==> src/clf_consts.svh <==
// Offsets, field positions, reset values and counts of the clock loop filter and monitor
`ifndef CLF_CONSTS_SVH
`define CLF_CONSTS_SVH

// Register byte addresses
`define CLF_CTRL_OFS 8'h00
`define CLF_CFG_OFS 8'h04
`define CLF_MULT_OFS 8'h08
`define CLF_STATUS_OFS 8'h0c
`define CLF_DCO_OFS 8'h10

// Control fields
`define CLF_CTRL_INT_ON 0
`define CLF_CTRL_EXT_ON 1
`define CLF_CTRL_MON_ON 2

// Configuration option fields
`define CLF_CFG_EXTCLK 0
`define CLF_CFG_XTAL 1
`define CLF_CFG_SLOW 2

// Reset values
`define CLF_CTRL_RST 3'h0
`define CLF_CFG_RST 3'h0
`define CLF_MULT_RST 8'h01
`define CLF_DCO_RST 12'h600

// Oscillator code limits
`define CLF_DIV_SLOWEST 4'h9

// Loop filter corrections, 12-bit two's complement
`define CLF_CORR_N32 12'hfe0
`define CLF_CORR_N8 12'hff8
`define CLF_CORR_N1 12'hfff
`define CLF_CORR_P1 12'h001
`define CLF_CORR_P8 12'h008
`define CLF_CORR_P32 12'h020

// Long divider taps: bit 3 falls after 16 counts, bit 11 after 4096
`define CLF_SETTLE_FAST_BIT 3
`define CLF_SETTLE_SLOW_BIT 11

// Bus responses
`define CLF_RESP_OKAY 2'h0
`define CLF_RESP_SLVERR 2'h2

`endif

==> src/clf_pkg.sv <==
// Types shared by the clock loop filter and monitor
package clf_pkg;

	// Frequency comparator result band of base clock against nominal
	typedef enum logic [2:0] {
		CLF_ERR_LT85 = 3'b000,
		CLF_ERR_LT95 = 3'b001,
		CLF_ERR_LT100 = 3'b010,
		CLF_ERR_LT105 = 3'b011,
		CLF_ERR_LT115 = 3'b100,
		CLF_ERR_GT115 = 3'b101
	} clf_err_band_e;

	// One completed measurement from the comparator
	typedef struct packed {
		logic valid;
		clf_err_band_e band;
	} clf_meas_s;

	// Flags reported to software and the clock switches
	typedef struct packed {
		logic ext_gen_enable;
		logic int_gen_enable;
		logic external_dead;
		logic internal_dead;
		logic external_stable;
		logic internal_stable;
		logic filter_locked;
	} clf_status_s;

	// Oscillator pin enables
	typedef struct packed {
		logic osc_amp_en;
		logic osc_in_port_en;
		logic osc_out_port_en;
	} clf_pins_s;

endpackage : clf_pkg

==> src/clf_act_det.sv <==
// Clock activity detector: counts missed falling edges per reference low phase
`timescale 1ns/1ps
module clf_act_det (
	input wire logic clk_i,
	input wire logic nrst_i,
	input wire logic en_i,
	input wire logic ref_lvl_i,
	input wire logic ref_rise_i,
	input wire logic clk_fall_i,
	output logic dead_o
);
	import clf_pkg::*;

	logic seen_q, seen_d;
	logic miss_q, miss_d;
	logic dead_q, dead_d;
	logic hit;

	assign hit = clk_fall_i & ~ref_lvl_i;

	// Next state; a low phase ends at the reference rising edge
	always_comb begin
		seen_d = seen_q;
		miss_d = miss_q;
		dead_d = dead_q;
		if (!en_i) begin
			seen_d = 1'b0;
			miss_d = 1'b0;
			dead_d = 1'b0;
		end else begin
			if (hit) begin
				seen_d = 1'b1;
				miss_d = 1'b0;
				dead_d = 1'b0; // RULE16 RULE18
			end
			// An edge in the last low cycle still belongs to the ending phase
			if (ref_rise_i) begin
				seen_d = 1'b0;
				if (seen_q || hit) begin
					miss_d = 1'b0;
				end else begin
					miss_d = 1'b1;
					dead_d = miss_q ? 1'b1 : dead_q; // RULE16 RULE18
				end
			end
		end
	end

	always_ff @(posedge clk_i) begin
		if (!nrst_i) begin
			seen_q <= 1'b0;
			miss_q <= 1'b0;
			dead_q <= 1'b0;
		end else begin
			seen_q <= seen_d;
			miss_q <= miss_d;
			dead_q <= dead_d;
		end
	end

	assign dead_o = dead_q;

	chk_dead_clear: assert property (@(posedge clk_i) disable iff (!nrst_i) // RULE16
		en_i && hit && !ref_rise_i |=> !dead_o) else $error("dead flag not cleared by edge in low phase");
	chk_dead_two_miss: assert property (@(posedge clk_i) disable iff (!nrst_i) // RULE18
		en_i && ref_rise_i && !seen_q && !hit && miss_q |=> dead_o) else $error("dead flag not set after two misses");

endmodule : clf_act_det

==> src/clf_top.sv <==
// Clock generator control: loop filter, pin enables, clock monitor and register slave
`timescale 1ns/1ps
`include "clf_consts.svh"
// Function
// [RULE1] Divider and stage codes form one 12-bit value corrected by error band.
// [RULE2] Corrections are -32, -8, -1, +1, +8, +32 by base clock error band.
// [RULE3] Stage carry increments divider code, borrow decrements it.
// [RULE4] Divider codes A through F act like code 9, the slowest.
// [RULE5] Out-of-range recovery only through normal subtractions; settling above 9FF allowed.
// [RULE6] Filter locked while measured error lies within five percent.
// [RULE7] At most one correction per completed measurement, registered.
// [RULE8] Crystal amplifier enabled only with external enable and crystal option.
// [RULE9] External clock path enabled only while external generator enabled.
// [RULE10] Monitor checks both clocks when on, using base clock as reference source.
// [RULE11] Both clocks divided by four; long divider on one chosen by slow option.
// [RULE12] Long divider held reset whenever external generator disabled.
// [RULE13] Unstable: long divider counts external clock; settle fall sets external stable.
// [RULE14] Stable: divider back to reference duty; losing stability reverts it.
// [RULE15] Software should turn monitor off after inactivity is detected.
// [RULE16] Internal dead after two missed base falls per external reference low phase.
// [RULE17] Internal stable after two locked measurements; cleared by unlock, disable, dead.
// [RULE18] External dead after two missed external falls per internal reference low phase.
// [RULE19] External stable after 4096 or 16 cycles; cleared by disable or dead.
// [RULE20] Internal enable needs on bit and no stop; disabled clocks held low.
// [RULE21] External enable needs on bit and no stop; on bit needs clock option.
// [RULE22] Base clock is internal clock divided by multiplier; 0 or 1 passes through.
module clf_top (
	input wire logic clk_i,
	input wire logic nrst_i,
	input wire logic [7:0] s_axi_awaddr,
	input wire logic s_axi_awvalid,
	output logic s_axi_awready,
	input wire logic [31:0] s_axi_wdata,
	input wire logic [3:0] s_axi_wstrb,
	input wire logic s_axi_wvalid,
	output logic s_axi_wready,
	output logic [1:0] s_axi_bresp,
	output logic s_axi_bvalid,
	input wire logic s_axi_bready,
	input wire logic [7:0] s_axi_araddr,
	input wire logic s_axi_arvalid,
	output logic s_axi_arready,
	output logic [31:0] s_axi_rdata,
	output logic [1:0] s_axi_rresp,
	output logic s_axi_rvalid,
	input wire logic s_axi_rready,
	input wire logic gen_stop_i,
	input wire clf_pkg::clf_meas_s meas_i,
	input wire logic internal_clk_i,
	input wire logic osc_in_pin_i,
	output logic [3:0] dco_divider_code_o,
	output logic [7:0] dco_stage_code_o,
	output logic base_clk_o,
	output logic external_clk_o,
	output logic ext_reference_clk_o,
	output logic int_reference_clk_o,
	output clf_pkg::clf_pins_s pins_o,
	output clf_pkg::clf_status_s status_o
);
	import clf_pkg::*;

	logic [2:0] ctrl_q, ctrl_d;
	logic [2:0] cfg_q, cfg_d;
	logic [7:0] mult_q, mult_d;
	logic int_gen_en, ext_gen_en, mon_on, xtal, slow;
	logic int_dead, ext_dead;

	// Generator enables gated by stop mode; the monitor on bit is not
	assign int_gen_en = ctrl_q[`CLF_CTRL_INT_ON] & ~gen_stop_i; // RULE20
	assign ext_gen_en = ctrl_q[`CLF_CTRL_EXT_ON] & ~gen_stop_i; // RULE21
	assign mon_on = ctrl_q[`CLF_CTRL_MON_ON];
	assign xtal = cfg_q[`CLF_CFG_XTAL];
	assign slow = cfg_q[`CLF_CFG_SLOW];

	// Pin synchronisers: a level counts once stages two and three agree
	logic [1:0] pin_in;
	logic [2:0] sync_q [2];
	logic [1:0] filt_q, filt_d;
	assign pin_in = {osc_in_pin_i, internal_clk_i};
	for (genvar gi = 0; gi < 2; gi++) begin : g_sync
		assign filt_d[gi] = (sync_q[gi][1] == sync_q[gi][2]) ? sync_q[gi][2] : filt_q[gi];
		always_ff @(posedge clk_i) begin
			if (!nrst_i) begin
				sync_q[gi] <= 3'h0;
				filt_q[gi] <= 1'b0;
			end else begin
				sync_q[gi] <= {sync_q[gi][1:0], pin_in[gi]};
				filt_q[gi] <= filt_d[gi];
			end
		end
	end

	// Clock path and monitor state
	logic [7:0] bcnt_q, bcnt_d;
	logic base_q, base_d, ext_q, ext_d;
	logic [1:0] bdiv_q, bdiv_d, ediv_q, ediv_d;
	logic [11:0] long_q, long_d;
	logic int_reference_clk_q, int_reference_clk_d, ext_reference_clk_q, ext_reference_clk_d;
	logic ext_stable_q, ext_stable_d;
	clf_pins_s pins_q, pins_d;
	logic int_rise, base_fall, ext_fall, bdiv_tick, ediv_tick, long_in;
	logic settle_q, settle_d, settle_fall;

	// Next state of dividers, references and external stable flag
	always_comb begin
		int_rise = filt_d[0] & ~filt_q[0];
		bcnt_d = bcnt_q;
		base_d = base_q;
		if (!int_gen_en) begin
			bcnt_d = 8'h00;
			base_d = 1'b0; // RULE20
		end else if (mult_q <= 8'h01) begin
			base_d = filt_d[0]; // RULE22
		end else if (int_rise) begin
			// Wrap also when a smaller factor is written while the count is above it
			bcnt_d = (bcnt_q >= mult_q - 8'h01) ? 8'h00 : bcnt_q + 8'h01; // RULE22
			base_d = (bcnt_d < {1'b0, mult_q[7:1]});
		end
		ext_d = ext_gen_en & filt_d[1]; // RULE9 RULE21
		base_fall = base_q & ~base_d;
		ext_fall = ext_q & ~ext_d;
		// Both clocks always pass a divide by four
		bdiv_d = base_fall ? bdiv_q + 2'h1 : bdiv_q; // RULE11
		ediv_d = !ext_gen_en ? 2'h0 : (ext_fall ? ediv_q + 2'h1 : ediv_q); // RULE11
		bdiv_tick = base_fall & (bdiv_q == 2'h3);
		ediv_tick = ext_fall & (ediv_q == 2'h3);
		// Long divider: settle counter until stable, then reference divider
		long_in = !ext_stable_q ? ext_fall : (slow ? bdiv_tick : ediv_tick); // RULE13 RULE14
		if (!ext_gen_en) begin
			long_d = 12'h000; // RULE12
		end else begin
			long_d = long_in ? long_q + 12'h001 : long_q;
		end
		settle_q = xtal ? long_q[`CLF_SETTLE_SLOW_BIT] : long_q[`CLF_SETTLE_FAST_BIT]; // RULE13
		settle_d = xtal ? long_d[`CLF_SETTLE_SLOW_BIT] : long_d[`CLF_SETTLE_FAST_BIT];
		settle_fall = settle_q & ~settle_d;
		// Later settle edges only re-set an already set flag
		if (!ext_gen_en || ext_dead) begin
			ext_stable_d = 1'b0; // RULE19
		end else begin
			ext_stable_d = settle_fall | ext_stable_q; // RULE13 RULE14 RULE19
		end
		// Slow crystal: long divider on base side so its reference stays slower
		int_reference_clk_d = slow ? long_d[11] : bdiv_d[1]; // RULE10 RULE11
		ext_reference_clk_d = slow ? ediv_d[1] : long_d[11]; // RULE11
		pins_d.osc_amp_en = ext_gen_en & xtal; // RULE8
		pins_d.osc_out_port_en = ~(ext_gen_en & xtal); // RULE8
		pins_d.osc_in_port_en = ~ext_gen_en; // RULE9
	end

	always_ff @(posedge clk_i) begin
		if (!nrst_i) begin
			bcnt_q <= 8'h00;
			base_q <= 1'b0;
			ext_q <= 1'b0;
			bdiv_q <= 2'h0;
			ediv_q <= 2'h0;
			long_q <= 12'h000;
			int_reference_clk_q <= 1'b0;
			ext_reference_clk_q <= 1'b0;
			ext_stable_q <= 1'b0;
			pins_q <= 3'b011;
		end else begin
			bcnt_q <= bcnt_d;
			base_q <= base_d;
			ext_q <= ext_d;
			bdiv_q <= bdiv_d;
			ediv_q <= ediv_d;
			long_q <= long_d;
			int_reference_clk_q <= int_reference_clk_d;
			ext_reference_clk_q <= ext_reference_clk_d;
			ext_stable_q <= ext_stable_d;
			pins_q <= pins_d;
		end
	end

	// Activity detectors run only while the monitor is on
	clf_act_det u_int_det (
		.clk_i(clk_i),
		.nrst_i(nrst_i),
		.en_i(mon_on), // RULE10
		.ref_lvl_i(ext_reference_clk_q),
		.ref_rise_i(ext_reference_clk_d & ~ext_reference_clk_q),
		.clk_fall_i(base_fall), // RULE16
		.dead_o(int_dead)
	);
	clf_act_det u_ext_det (
		.clk_i(clk_i),
		.nrst_i(nrst_i),
		.en_i(mon_on), // RULE10
		.ref_lvl_i(int_reference_clk_q),
		.ref_rise_i(int_reference_clk_d & ~int_reference_clk_q),
		.clk_fall_i(ext_fall), // RULE18
		.dead_o(ext_dead)
	);

	// Loop filter state
	logic [11:0] code_q, code_d, corr;
	logic [3:0] div_q, div_d;
	logic locked_q, locked_d, int_stable_q, int_stable_d, in_band;

	// Next code, lock and internal stable; out of range simply wraps into A..F
	always_comb begin
		case (meas_i.band)
			CLF_ERR_LT85: corr = `CLF_CORR_N32; // RULE2
			CLF_ERR_LT95: corr = `CLF_CORR_N8;
			CLF_ERR_LT100: corr = `CLF_CORR_N1;
			CLF_ERR_LT105: corr = `CLF_CORR_P1;
			CLF_ERR_LT115: corr = `CLF_CORR_P8;
			CLF_ERR_GT115: corr = `CLF_CORR_P32;
			default: corr = 12'h000;
		endcase
		in_band = (meas_i.band == CLF_ERR_LT100) || (meas_i.band == CLF_ERR_LT105); // RULE6
		code_d = code_q;
		locked_d = locked_q;
		int_stable_d = int_stable_q;
		if (!int_gen_en) begin
			locked_d = 1'b0;
		end else if (meas_i.valid) begin
			code_d = code_q + corr; // RULE1 RULE3 RULE5 RULE7
			locked_d = in_band; // RULE6
			int_stable_d = int_stable_q | (in_band & locked_q); // RULE17
		end
		if (!int_gen_en || !locked_d || int_dead) begin
			int_stable_d = 1'b0; // RULE17
		end
		div_d = (code_d[11:8] > `CLF_DIV_SLOWEST) ? `CLF_DIV_SLOWEST : code_d[11:8]; // RULE4
	end

	always_ff @(posedge clk_i) begin
		if (!nrst_i) begin
			code_q <= `CLF_DCO_RST;
			div_q <= 4'(`CLF_DCO_RST >> 8);
			locked_q <= 1'b0;
			int_stable_q <= 1'b0;
		end else begin
			code_q <= code_d;
			div_q <= div_d;
			locked_q <= locked_d;
			int_stable_q <= int_stable_d;
		end
	end

	// AXI4-Lite slave state
	logic aw_q, aw_d, w_q, w_d, bv_q, bv_d, rv_q, rv_d;
	logic [7:0] awa_q, awa_d, wa;
	logic [31:0] wd_q, wd_d, rd_q, rd_d;
	logic [3:0] ws_q, ws_d;
	logic [1:0] br_q, br_d, rr_q, rr_d;
	logic [7:0] ra;
	clf_status_s stat;

	assign stat = '{ext_gen_enable: ext_gen_en, int_gen_enable: int_gen_en, external_dead: ext_dead,
		internal_dead: int_dead, external_stable: ext_stable_q, internal_stable: int_stable_q,
		filter_locked: locked_q};
	assign s_axi_awready = ~aw_q & ~bv_q;
	assign s_axi_wready = ~w_q & ~bv_q;
	assign s_axi_arready = ~rv_q;
	assign wa = {awa_q[7:2], 2'b00};
	assign ra = {s_axi_araddr[7:2], 2'b00};

	// Address and data taken in either order; write done once both are held
	always_comb begin
		aw_d = aw_q;
		awa_d = awa_q;
		w_d = w_q;
		wd_d = wd_q;
		ws_d = ws_q;
		bv_d = bv_q;
		br_d = br_q;
		rv_d = rv_q;
		rd_d = rd_q;
		rr_d = rr_q;
		ctrl_d = ctrl_q;
		cfg_d = cfg_q;
		mult_d = mult_q;
		if (s_axi_awvalid && s_axi_awready) begin
			aw_d = 1'b1;
			awa_d = s_axi_awaddr;
		end
		if (s_axi_wvalid && s_axi_wready) begin
			w_d = 1'b1;
			wd_d = s_axi_wdata;
			ws_d = s_axi_wstrb;
		end
		if (bv_q && s_axi_bready) begin
			bv_d = 1'b0;
		end
		if (aw_q && w_q) begin
			aw_d = 1'b0;
			w_d = 1'b0;
			bv_d = 1'b1;
			br_d = `CLF_RESP_OKAY;
			if (wa == `CLF_CTRL_OFS) begin
				if (ws_q[0]) begin
					ctrl_d = wd_q[2:0];
					ctrl_d[`CLF_CTRL_EXT_ON] = wd_q[`CLF_CTRL_EXT_ON] & cfg_q[`CLF_CFG_EXTCLK]; // RULE21
				end
			end else if (wa == `CLF_CFG_OFS) begin
				if (ws_q[0]) cfg_d = wd_q[2:0];
			end else if (wa == `CLF_MULT_OFS) begin
				if (ws_q[0]) mult_d = wd_q[7:0];
			end else if (wa != `CLF_STATUS_OFS && wa != `CLF_DCO_OFS) begin
				br_d = `CLF_RESP_SLVERR;
			end
		end
		if (rv_q && s_axi_rready) begin
			rv_d = 1'b0;
		end
		if (s_axi_arvalid && s_axi_arready) begin
			rv_d = 1'b1;
			rr_d = `CLF_RESP_OKAY;
			if (ra == `CLF_CTRL_OFS) rd_d = {29'h0, ctrl_q};
			else if (ra == `CLF_CFG_OFS) rd_d = {29'h0, cfg_q};
			else if (ra == `CLF_MULT_OFS) rd_d = {24'h0, mult_q};
			else if (ra == `CLF_STATUS_OFS) rd_d = {25'h0, stat};
			else if (ra == `CLF_DCO_OFS) rd_d = {20'h0, code_q};
			else begin
				rd_d = 32'h0;
				rr_d = `CLF_RESP_SLVERR;
			end
		end
	end

	always_ff @(posedge clk_i) begin
		if (!nrst_i) begin
			aw_q <= 1'b0;
			w_q <= 1'b0;
			bv_q <= 1'b0;
			rv_q <= 1'b0;
			awa_q <= 8'h00;
			wd_q <= 32'h0;
			ws_q <= 4'h0;
			br_q <= 2'h0;
			rd_q <= 32'h0;
			rr_q <= 2'h0;
			ctrl_q <= `CLF_CTRL_RST;
			cfg_q <= `CLF_CFG_RST;
			mult_q <= `CLF_MULT_RST;
		end else begin
			aw_q <= aw_d;
			w_q <= w_d;
			bv_q <= bv_d;
			rv_q <= rv_d;
			awa_q <= awa_d;
			wd_q <= wd_d;
			ws_q <= ws_d;
			br_q <= br_d;
			rd_q <= rd_d;
			rr_q <= rr_d;
			ctrl_q <= ctrl_d;
			cfg_q <= cfg_d;
			mult_q <= mult_d;
		end
	end

	// Outputs
	assign s_axi_bvalid = bv_q;
	assign s_axi_bresp = br_q;
	assign s_axi_rvalid = rv_q;
	assign s_axi_rdata = rd_q;
	assign s_axi_rresp = rr_q;
	assign dco_divider_code_o = div_q;
	assign dco_stage_code_o = code_q[7:0];
	assign base_clk_o = base_q;
	assign external_clk_o = ext_q;
	assign ext_reference_clk_o = ext_reference_clk_q;
	assign int_reference_clk_o = int_reference_clk_q;
	assign pins_o = pins_q;
	assign status_o = stat;

	chk_corr_down32: assert property (@(posedge clk_i) disable iff (!nrst_i) // RULE2
		meas_i.valid && int_gen_en && meas_i.band == CLF_ERR_LT85 |=> code_q == $past(code_q) - 12'h020)
		else $error("correction below 0.85 is not -32");
	chk_corr_up8: assert property (@(posedge clk_i) disable iff (!nrst_i) // RULE2
		meas_i.valid && int_gen_en && meas_i.band == CLF_ERR_LT115 |=> code_q == $past(code_q) + 12'h008)
		else $error("correction below 1.15 is not +8");
	chk_stage_carry: assert property (@(posedge clk_i) disable iff (!nrst_i) // RULE3
		meas_i.valid && int_gen_en && meas_i.band == CLF_ERR_LT105 && code_q[7:0] == 8'hff
		|=> code_q[11:8] == $past(code_q[11:8]) + 4'h1 && code_q[7:0] == 8'h00)
		else $error("stage carry did not step divider code");
	chk_div_clamp: assert property (@(posedge clk_i) disable iff (!nrst_i) // RULE4
		code_q[11:8] > 4'h9 |-> dco_divider_code_o == 4'h9) else $error("divider code above 9 not held at 9");
	chk_one_corr: assert property (@(posedge clk_i) disable iff (!nrst_i) // RULE7
		!meas_i.valid |=> $stable(code_q)) else $error("code moved without a measurement");
	chk_lock_band: assert property (@(posedge clk_i) disable iff (!nrst_i) // RULE6
		meas_i.valid && int_gen_en |=> status_o.filter_locked == $past(in_band)) else $error("lock flag wrong");
	chk_int_stab_clr: assert property (@(posedge clk_i) disable iff (!nrst_i) // RULE17
		!int_gen_en || int_dead |=> !status_o.internal_stable) else $error("internal stable not cleared");
	chk_ext_stab_set: assert property (@(posedge clk_i) disable iff (!nrst_i) // RULE13
		ext_gen_en && !ext_dead && settle_fall |=> status_o.external_stable) else $error("settle edge missed");
	chk_long_reset: assert property (@(posedge clk_i) disable iff (!nrst_i) // RULE12
		!ext_gen_en |=> long_q == 12'h000 && !status_o.external_stable) else $error("long divider not held");
	chk_amp_enable: assert property (@(posedge clk_i) disable iff (!nrst_i) // RULE8
		##1 pins_o.osc_amp_en == $past(ext_gen_en && xtal)) else $error("crystal amplifier enable wrong");
	chk_clocks_low: assert property (@(posedge clk_i) disable iff (!nrst_i) // RULE20
		!int_gen_en ##1 !int_gen_en |-> !base_clk_o) else $error("base clock not held low");
	chk_ext_path: assert property (@(posedge clk_i) disable iff (!nrst_i) // RULE9
		!ext_gen_en |=> !external_clk_o && pins_o.osc_in_port_en) else $error("external path not disabled");

endmodule : clf_top

==> config.mk <==
export PLATFORM = sky130hd
export DESIGN_NAME = clf_top
export DESIGN_NICKNAME = d
export VERILOG_FILES = /design/src/clf_pkg.sv /design/src/clf_act_det.sv /design/src/clf_top.sv
export VERILOG_INCLUDE_DIRS = /design/src
export SDC_FILE = /design/constraint.sdc
export NUM_CORES = 1
export LEC_CHECK = 0
export BUFFER_PORTS_ARGS = -buffer_cell sky130_fd_sc_hd__clkbuf_2
export CORE_AREA = 3 3 112 114
export DETAILED_ROUTE_END_ITERATION = 6
export DIE_AREA = 0 0 115 117
export PLACE_DENSITY = 0.76
export SLEW_MARGIN = 25
export SYNTH_ARGS = -nofsm -noshare
export SYNTH_HDL_FRONTEND = slang
export SYNTH_HIERARCHICAL = 1
export SYNTH_SLANG_ARGS = --single-unit
==> constraint.sdc <==
create_clock -name clk_i -period 7.3 [get_ports clk_i]
set_clock_uncertainty 0.1 [all_clocks]
set_input_delay 0 -clock clk_i [delete_from_list [all_inputs] [get_ports clk_i]]
set_output_delay 0 -clock clk_i [all_outputs]
set_load 0.02 [all_outputs]
# == Yosys cells after proc, flatten, opt, wreduce, memory -nomap -nowiden ==
# Memory sizes are Yosys's and may differ from the RTL's.
# Index checks and enable logic that the tools add are counted.
# word_totals
reg_bits,129
ram_bits,6
in_bits,66
n_memories,1
output_inout_bits,67
word_cells,206
# mem_list
memory,depth,width,read_ports,rd_clocked_by_memory_dff,wr,line_no,rtl
sync_q,2,3,2,0,2,clf_top.sv:77,logic [2:0] sync_q [2];
# classes
n_eq_ne,19
n_mux,59
order_cmp,4
n_reduce_logical,36
bitwise_logic,40
addsub,6
# op_table
operator,count
$mux 12,9
$pmux 12 s6,1
$mux 1,33
$mux 2,12
$and 1x1->1,18
$eq 6x2->1 const B,3
$not 1->1,18
$logic_not 8->1,2
$add 12x1->12 const B,1
$add 12x12->12,1
$eq 6x1->1 const B,2
$reduce_and 2->1,5
$add 8x1->8 const B,1
$ge 8x8->1,1
$le 8x1->1 const B,1
$lt 8x7->1,1
$mux 8,1
$reduce_bool 2->1,4
$sub 8x1->8 const B,1
$logic_and 1x1->1,7
$eq 3x2->1 const B,2
$eq 3x3->1 const B,2
$eq 6x3->1 const B,1
$logic_or 1x1->1,6
other kinds (18),31

# == Logic depth before layout (Yosys ltp) ==
# depth
ltp_word,18
depth_mapped,21
mapped_depth_nobuf,20

# == Hierarchy ==
# Netlist, hierarchy kept.
# modules_own_cells
module,n_inst,area_per_inst_um2,cells_each,seq_area_each_um2
clf_top,1,5766.8,693,2102.0
clf_act_det,2,130.1,12,60.1

# == Worst setup path after synthesis ==
# No wires, ideal clock.
# synth_path
path_kind,reg-to-reg
start,register mult_q[2]
end,"register u_ext_det.dead_q, in the netlist u_ext_det/dead_o"
t_arrival_ps,5122
stages_incl_launch_ff,19
n_path_buf,1
setup_time_ps,86
path_slack_ps,1993
required_time_ps,7114
period_less_slack_ps,5307
cell_sequence,dfxtp_1 > or4_4 > nor4_1 > xnor2_1 > ha_1 > nand4_1 > o31ai_1 > clkbuf_1 > nor2_1 > ha_1 > a211oi_1 > nand2_1 > a2111oi_0 > o22a_1 > a31oi_4 > or3_1 > nand3_1 > nand3b_1 > a211oi_1
# synth_between
elab_chain_cells,17
word_cells_on_any_way,20
classes_between,add/sub (1); order compare (3); eq/ne (1); mux (11); bitwise (4)
# synth_lines
item,line_no,rtl
from (decl),clf_top.sv:64,"logic [7:0] mult_q, mult_d;"
from (signal assigned),clf_top.sv:339,mult_q <= `CLF_MULT_RST;
from (signal assigned),clf_top.sv:353,mult_q <= mult_d;
$sub 8x1->8,clf_top.sv:116,bcnt_d = (bcnt_q >= mult_q - 8'h01) ? 8'h00 : bcnt_q + 8'h01;
$ge 8x8->1,clf_top.sv:116,
$mux 8,clf_top.sv:116,
$lt 8x7->1,clf_top.sv:117,"base_d = (bcnt_d < {1'b0, mult_q[7:1]});"
$mux 1,clf_top.sv:114,end else if (int_rise) begin
$mux 1 (*),clf_top.sv:112,end else if (mult_q <= 8'h01) begin
$mux 1 (*),clf_top.sv:109,if (!int_gen_en) begin
$not 1->1 (*),clf_top.sv:120,base_fall = base_q & ~base_d;
$and 1x1->1 (*),clf_top.sv:120,
$and 1x1->1,clf_top.sv:125,bdiv_tick = base_fall & (bdiv_q == 2'h3);
$mux 1 (2 in a row),clf_top.sv:128,long_in = !ext_stable_q ? ext_fall : (slow ? bdiv_tick : ediv_tick);
$mux 12,clf_top.sv:132,long_d = long_in ? long_q + 12'h001 : long_q;
$mux 12,clf_top.sv:129,if (!ext_gen_en) begin
$mux 1 (*),clf_top.sv:144,int_reference_clk_d = slow ? long_d[11] : bdiv_d[1];
$and 1x1->1 (*),clf_top.sv:192,".ref_rise_i(int_reference_clk_d & ~int_reference_clk_q),"
$ne 3x3->1 (no line) or $mux 1 (tied branches),-,
to (signal assigned),clf_act_det.sv:53,dead_q <= 1'b0;
to (signal assigned),clf_act_det.sv:57,dead_q <= dead_d;
to (decl),clf_act_det.sv:16,"logic dead_q, dead_d;"
# Mark *: on every way between the ends. The rest lies on a longest branch, timed or not.
# A chain may end at the register's enable or synchronous reset.

# == Worst setup path in the final report ==
# Same ends and word-level chain as after synthesis.

==> run_results.csv <==
group,metric,value,unit
power,seqPwrFrac,52.3,%
global_routing,grt_busiest_layer,"met2",
critical_path,r2r_end,"u_ext_det/dead_o",
detailed_routing,antenna_left,0,
detailed_routing,drt_iter0_markers,314,
critical_path,path_class,"flip-flop to flip-flop",
global_routing,grt_pass1_wl,24100,microns
critical_path,startpoint,"mult_q[2]",
logic_synthesis,synth_edf_count,0,
sta,setup_viol,0,
placement,hpwl,10500,microns
power,switching_share,25.5,%
sta,hold_viol_final,0,
clock_network,htreeDepth,3,
critical_path,cp.required,7.47,ns
floorplan,die_x,115,microns
critical_path,slowest_delay,0.72,ns
power,power,1.20,mW
power,combPwrFrac,9.1,%
critical_path,cp.arrival,5.62,ns
clock_network,tritoncts,"yes",
global_routing,antenna_found_initial,0,
floorplan,rows,39,
logic_synthesis,synth-main-ff-cell,"dfxtp_1",
floorplan,die_area,13500,sq um
sta,setup_tns,0,ns
final_layout,syn_to_final_growth,13.5,%
clock_network,clk_latency,0.35,ns
sta,worstMarginPinSlew,0.732,ns
floorplan,die_h,117,microns
worst_hold_path,hold_path.class,"input pin to flip-flop",
clock_network,clockBufferDepth,2,
placement,numPortBuffers,79,
critical_path,setup.worst_path.end,"u_ext_det/dead_o",
placement,dpl_cell_area,6340,sq um
critical_path,crit_chain,"or4_4 > nor4_1 > xnor2_1 > ha_1 > a41o_1 > a21oi_1 > o31ai_1 > buf_4 > nor2_1 > ha_1 > a211oi_1 > nand2_1 > a2111oi_1 > o22a_1 > a31oi_4 > or3_1 > nand3_1 > nand3b_1 > a211oi_1",
final_layout,final_common_cell,"dfxtp_1",
logic_synthesis,syn_avg_cell_area,8.41,sq um
placement,gp_congestion,0.921,
sta,slew_headroom,51.1,%
final_layout,diodes,0,
clock_network,clockRootBuffer,"clkbuf_16",
floorplan,io_pins,133,
power,p_switching,0.306,mW
floorplan,start_util,52.3,%
clock_network,ctsHoldBuffers,22,
logic_synthesis,async_flop_share,0,%
detailed_routing,via_per_inst,5.64,
logic_synthesis,syn_inst,717,
detailed_routing,drc,0,
critical_path,rr_worst_depth,19,
critical_path,r2r_slack,1.85,ns
global_routing,grt_pass1_vias,5239,
final_layout,final_cell_mix,"111 x dfxtp_1, 83 x nor2_1, 79 x clkbuf_2",
clock_network,clk_pin_slew_worst_paths,0.07,ns
critical_path,cp-start-kind,"flip-flop",
final_layout,drive_gt1_share,14.2,%
global_routing,met1_usage,26.8,%
critical_path,path_max_fanout,16,
critical_path,cp-end-kind,"flip-flop",
power,p_int,0.894,mW
detailed_routing,wl_per_cell,15.4,microns
job,drv_cap,0,
clock_network,cts_made_buffers,9,
power,pwr-share-clk,38.6,%
detailed_routing,via_count,5298,
detailed_routing,first_pass_iters,4,
placement,place_ws,1.69,ns
power,p_leak,2.70,nW
floorplan,coreArea,11500,sq um
detailed_routing,wl,14500,microns
sta,max_freq,183,MHz
global_routing,track_usage,22.0,%
logic_synthesis,ys_seq_elements,111,
worst_hold_path,min_from,"s_axi_araddr[4]",
logic_synthesis,synth_warnings,6,
power,peakVddDrop,0.139,mV
status,outcome,"completed",
sta,drv_slew,0,
global_routing,use_met2,38.1,%
critical_path,r2r_start,"mult_q[2]",
critical_path,critical_path.slowest_cell,"a2111oi_1",
global_routing,grt_use_met3,3.55,%
sta,rsz0062_at_grt,"false",
sta,fin_crit,5.45,ns
clock_network,clock-sinks,111,
final_layout,fillers,1011,
logic_synthesis,ys_types,64,
logic_synthesis,ys_seq_area_share,36.9,%
global_routing,grt_max_degree,59,
global_routing,grt.overflow.total,0,
clock_network,post-cts-setup-buffers,0,
final_layout,fin_area,6840,sq um
sta,period_share,74.7,%
logic_synthesis,synth_area,6030,sq um
final_layout,nets,890,
sta,setup_ws,1.85,ns
final_layout,fin_util,59.4,%
power,power_density,175,nW/um^2
clock_network,cts_resized,0,
[layout make-up]
| cell class | count | area (sq um) | share of cell area (%) |
|---|---|---|---|
| Timing Repair Buffer | 106 | 653 | 9.55 |
| Sequential cell | 111 | 2220 | 32.5 |
| Tap cell | 143 | 179 | 2.62 |
| Clock inverter | 6 | 45.0 | 0.658 |
| Clock buffer | 10 | 229 | 3.35 |
| Inverter | 26 | 97.6 | 1.43 |
| Multi-Input combinational cell | 538 | 3420 | 49.9 |
[critical path, delay by kind of cell (launching register included)]
kind,cells,cell delay [ns]
xor gates and xnor gates,1,0.19
AOI/OAI and AO/OA,8,2.19
and+or+nand+nor,7,1.74
DFF,1,0.38
buffers and inverters,1,0.21
adders and majority gates,2,0.55
[per-stage QoR]
step,hold WS [ns],cells
after floorplan,-0.000976,738
after global placement,0.0835,902
after detailed placement,0.0931,902
after CTS,0.0186,940
after global routing,0.0863,940
final,0.0399,940
[kinds of logic (layout without fill, tap and decap cells)]
kind of cell	Yosys count	after routing	synth area share, %
fa+ha+maj	34	34	7.10
simple gates	278	278	22.4
buf+inv	89	148	7.97
compound gates	148	148	16.8
other cells	1	22	0.0622
mux	31	31	5.15
xor+xnor	25	25	3.63
flops	111	111	36.9
[power groups by stage]
stage          Clock [mW]  Combinational [mW]  Sequential (mW)
2_1_floorplan           0              0.0716            0.645
3_3_place_gp            0              0.0947            0.641
3_5_place_dp            0              0.0976            0.642
4_1_cts             0.471               0.107            0.628
5_1_grt             0.489               0.120            0.630
6_report            0.463               0.109            0.628
[cells in the mapped netlist, types with 16 or more instances]
cell type	count	share of area [%]
xnor2_1	18	2.6
a21oi_1	51	4.2
o21ai_0	19	1.6
mux2i_1	31	5.1
a211oi_1	18	2.2
nor2_1	83	5.2
dfxtp_1	111	37
ha_1	31	6.4
buf_4	37	4.6
clkbuf_1	22	1.4
nor3_1	21	1.7
inv_1	24	1.5
nand3_1	21	1.7
and2_1	16	1.7
nand2_1	68	4.2
[flip-flops by register name, summed over array words and instances, names as in the netlist, 2 cells and up]
name                cells
awa_q                   6
pins_o                  3
dco_divider_code_o      4
wd_q                    8
bcnt_q                  8
ctrl_q                  3
sync_q                  6
code_q                 12
filt_q                  2
cfg_q                   3
bdiv_q                  2
s_axi_rdata            12
mult_q                  8
long_q                 12
ediv_q                  2
[per-layer routing]
layer | routed length, microns | vias up
met2 | 7150 | 152
met1 | 6350 | 2493
met4 | 402 | 0
met3 | 599 | 33
met5 | 0 | -
li1 | - | 2620
[how the worst min path moves through the flow]
| stage | end | cells past startpoint | slack (ns) |
|---|---|---|---|
| 2_1_floorplan | s_axi_rvalid | 1 | -0.001 |
| 3_3_place_gp | s_axi_rvalid | 2 | 0.08 |
| 3_5_place_dp | s_axi_rvalid | 2 | 0.09 |
| 4_1_cts | ws_q[0] | 4 | 0.02 |
| 5_1_grt | ws_q[0] | 4 | 0.09 |
| 6_report | s_axi_rresp[1] | 5 | 0.04 |
No activity file was read; power rests on OpenSTA's default activity.
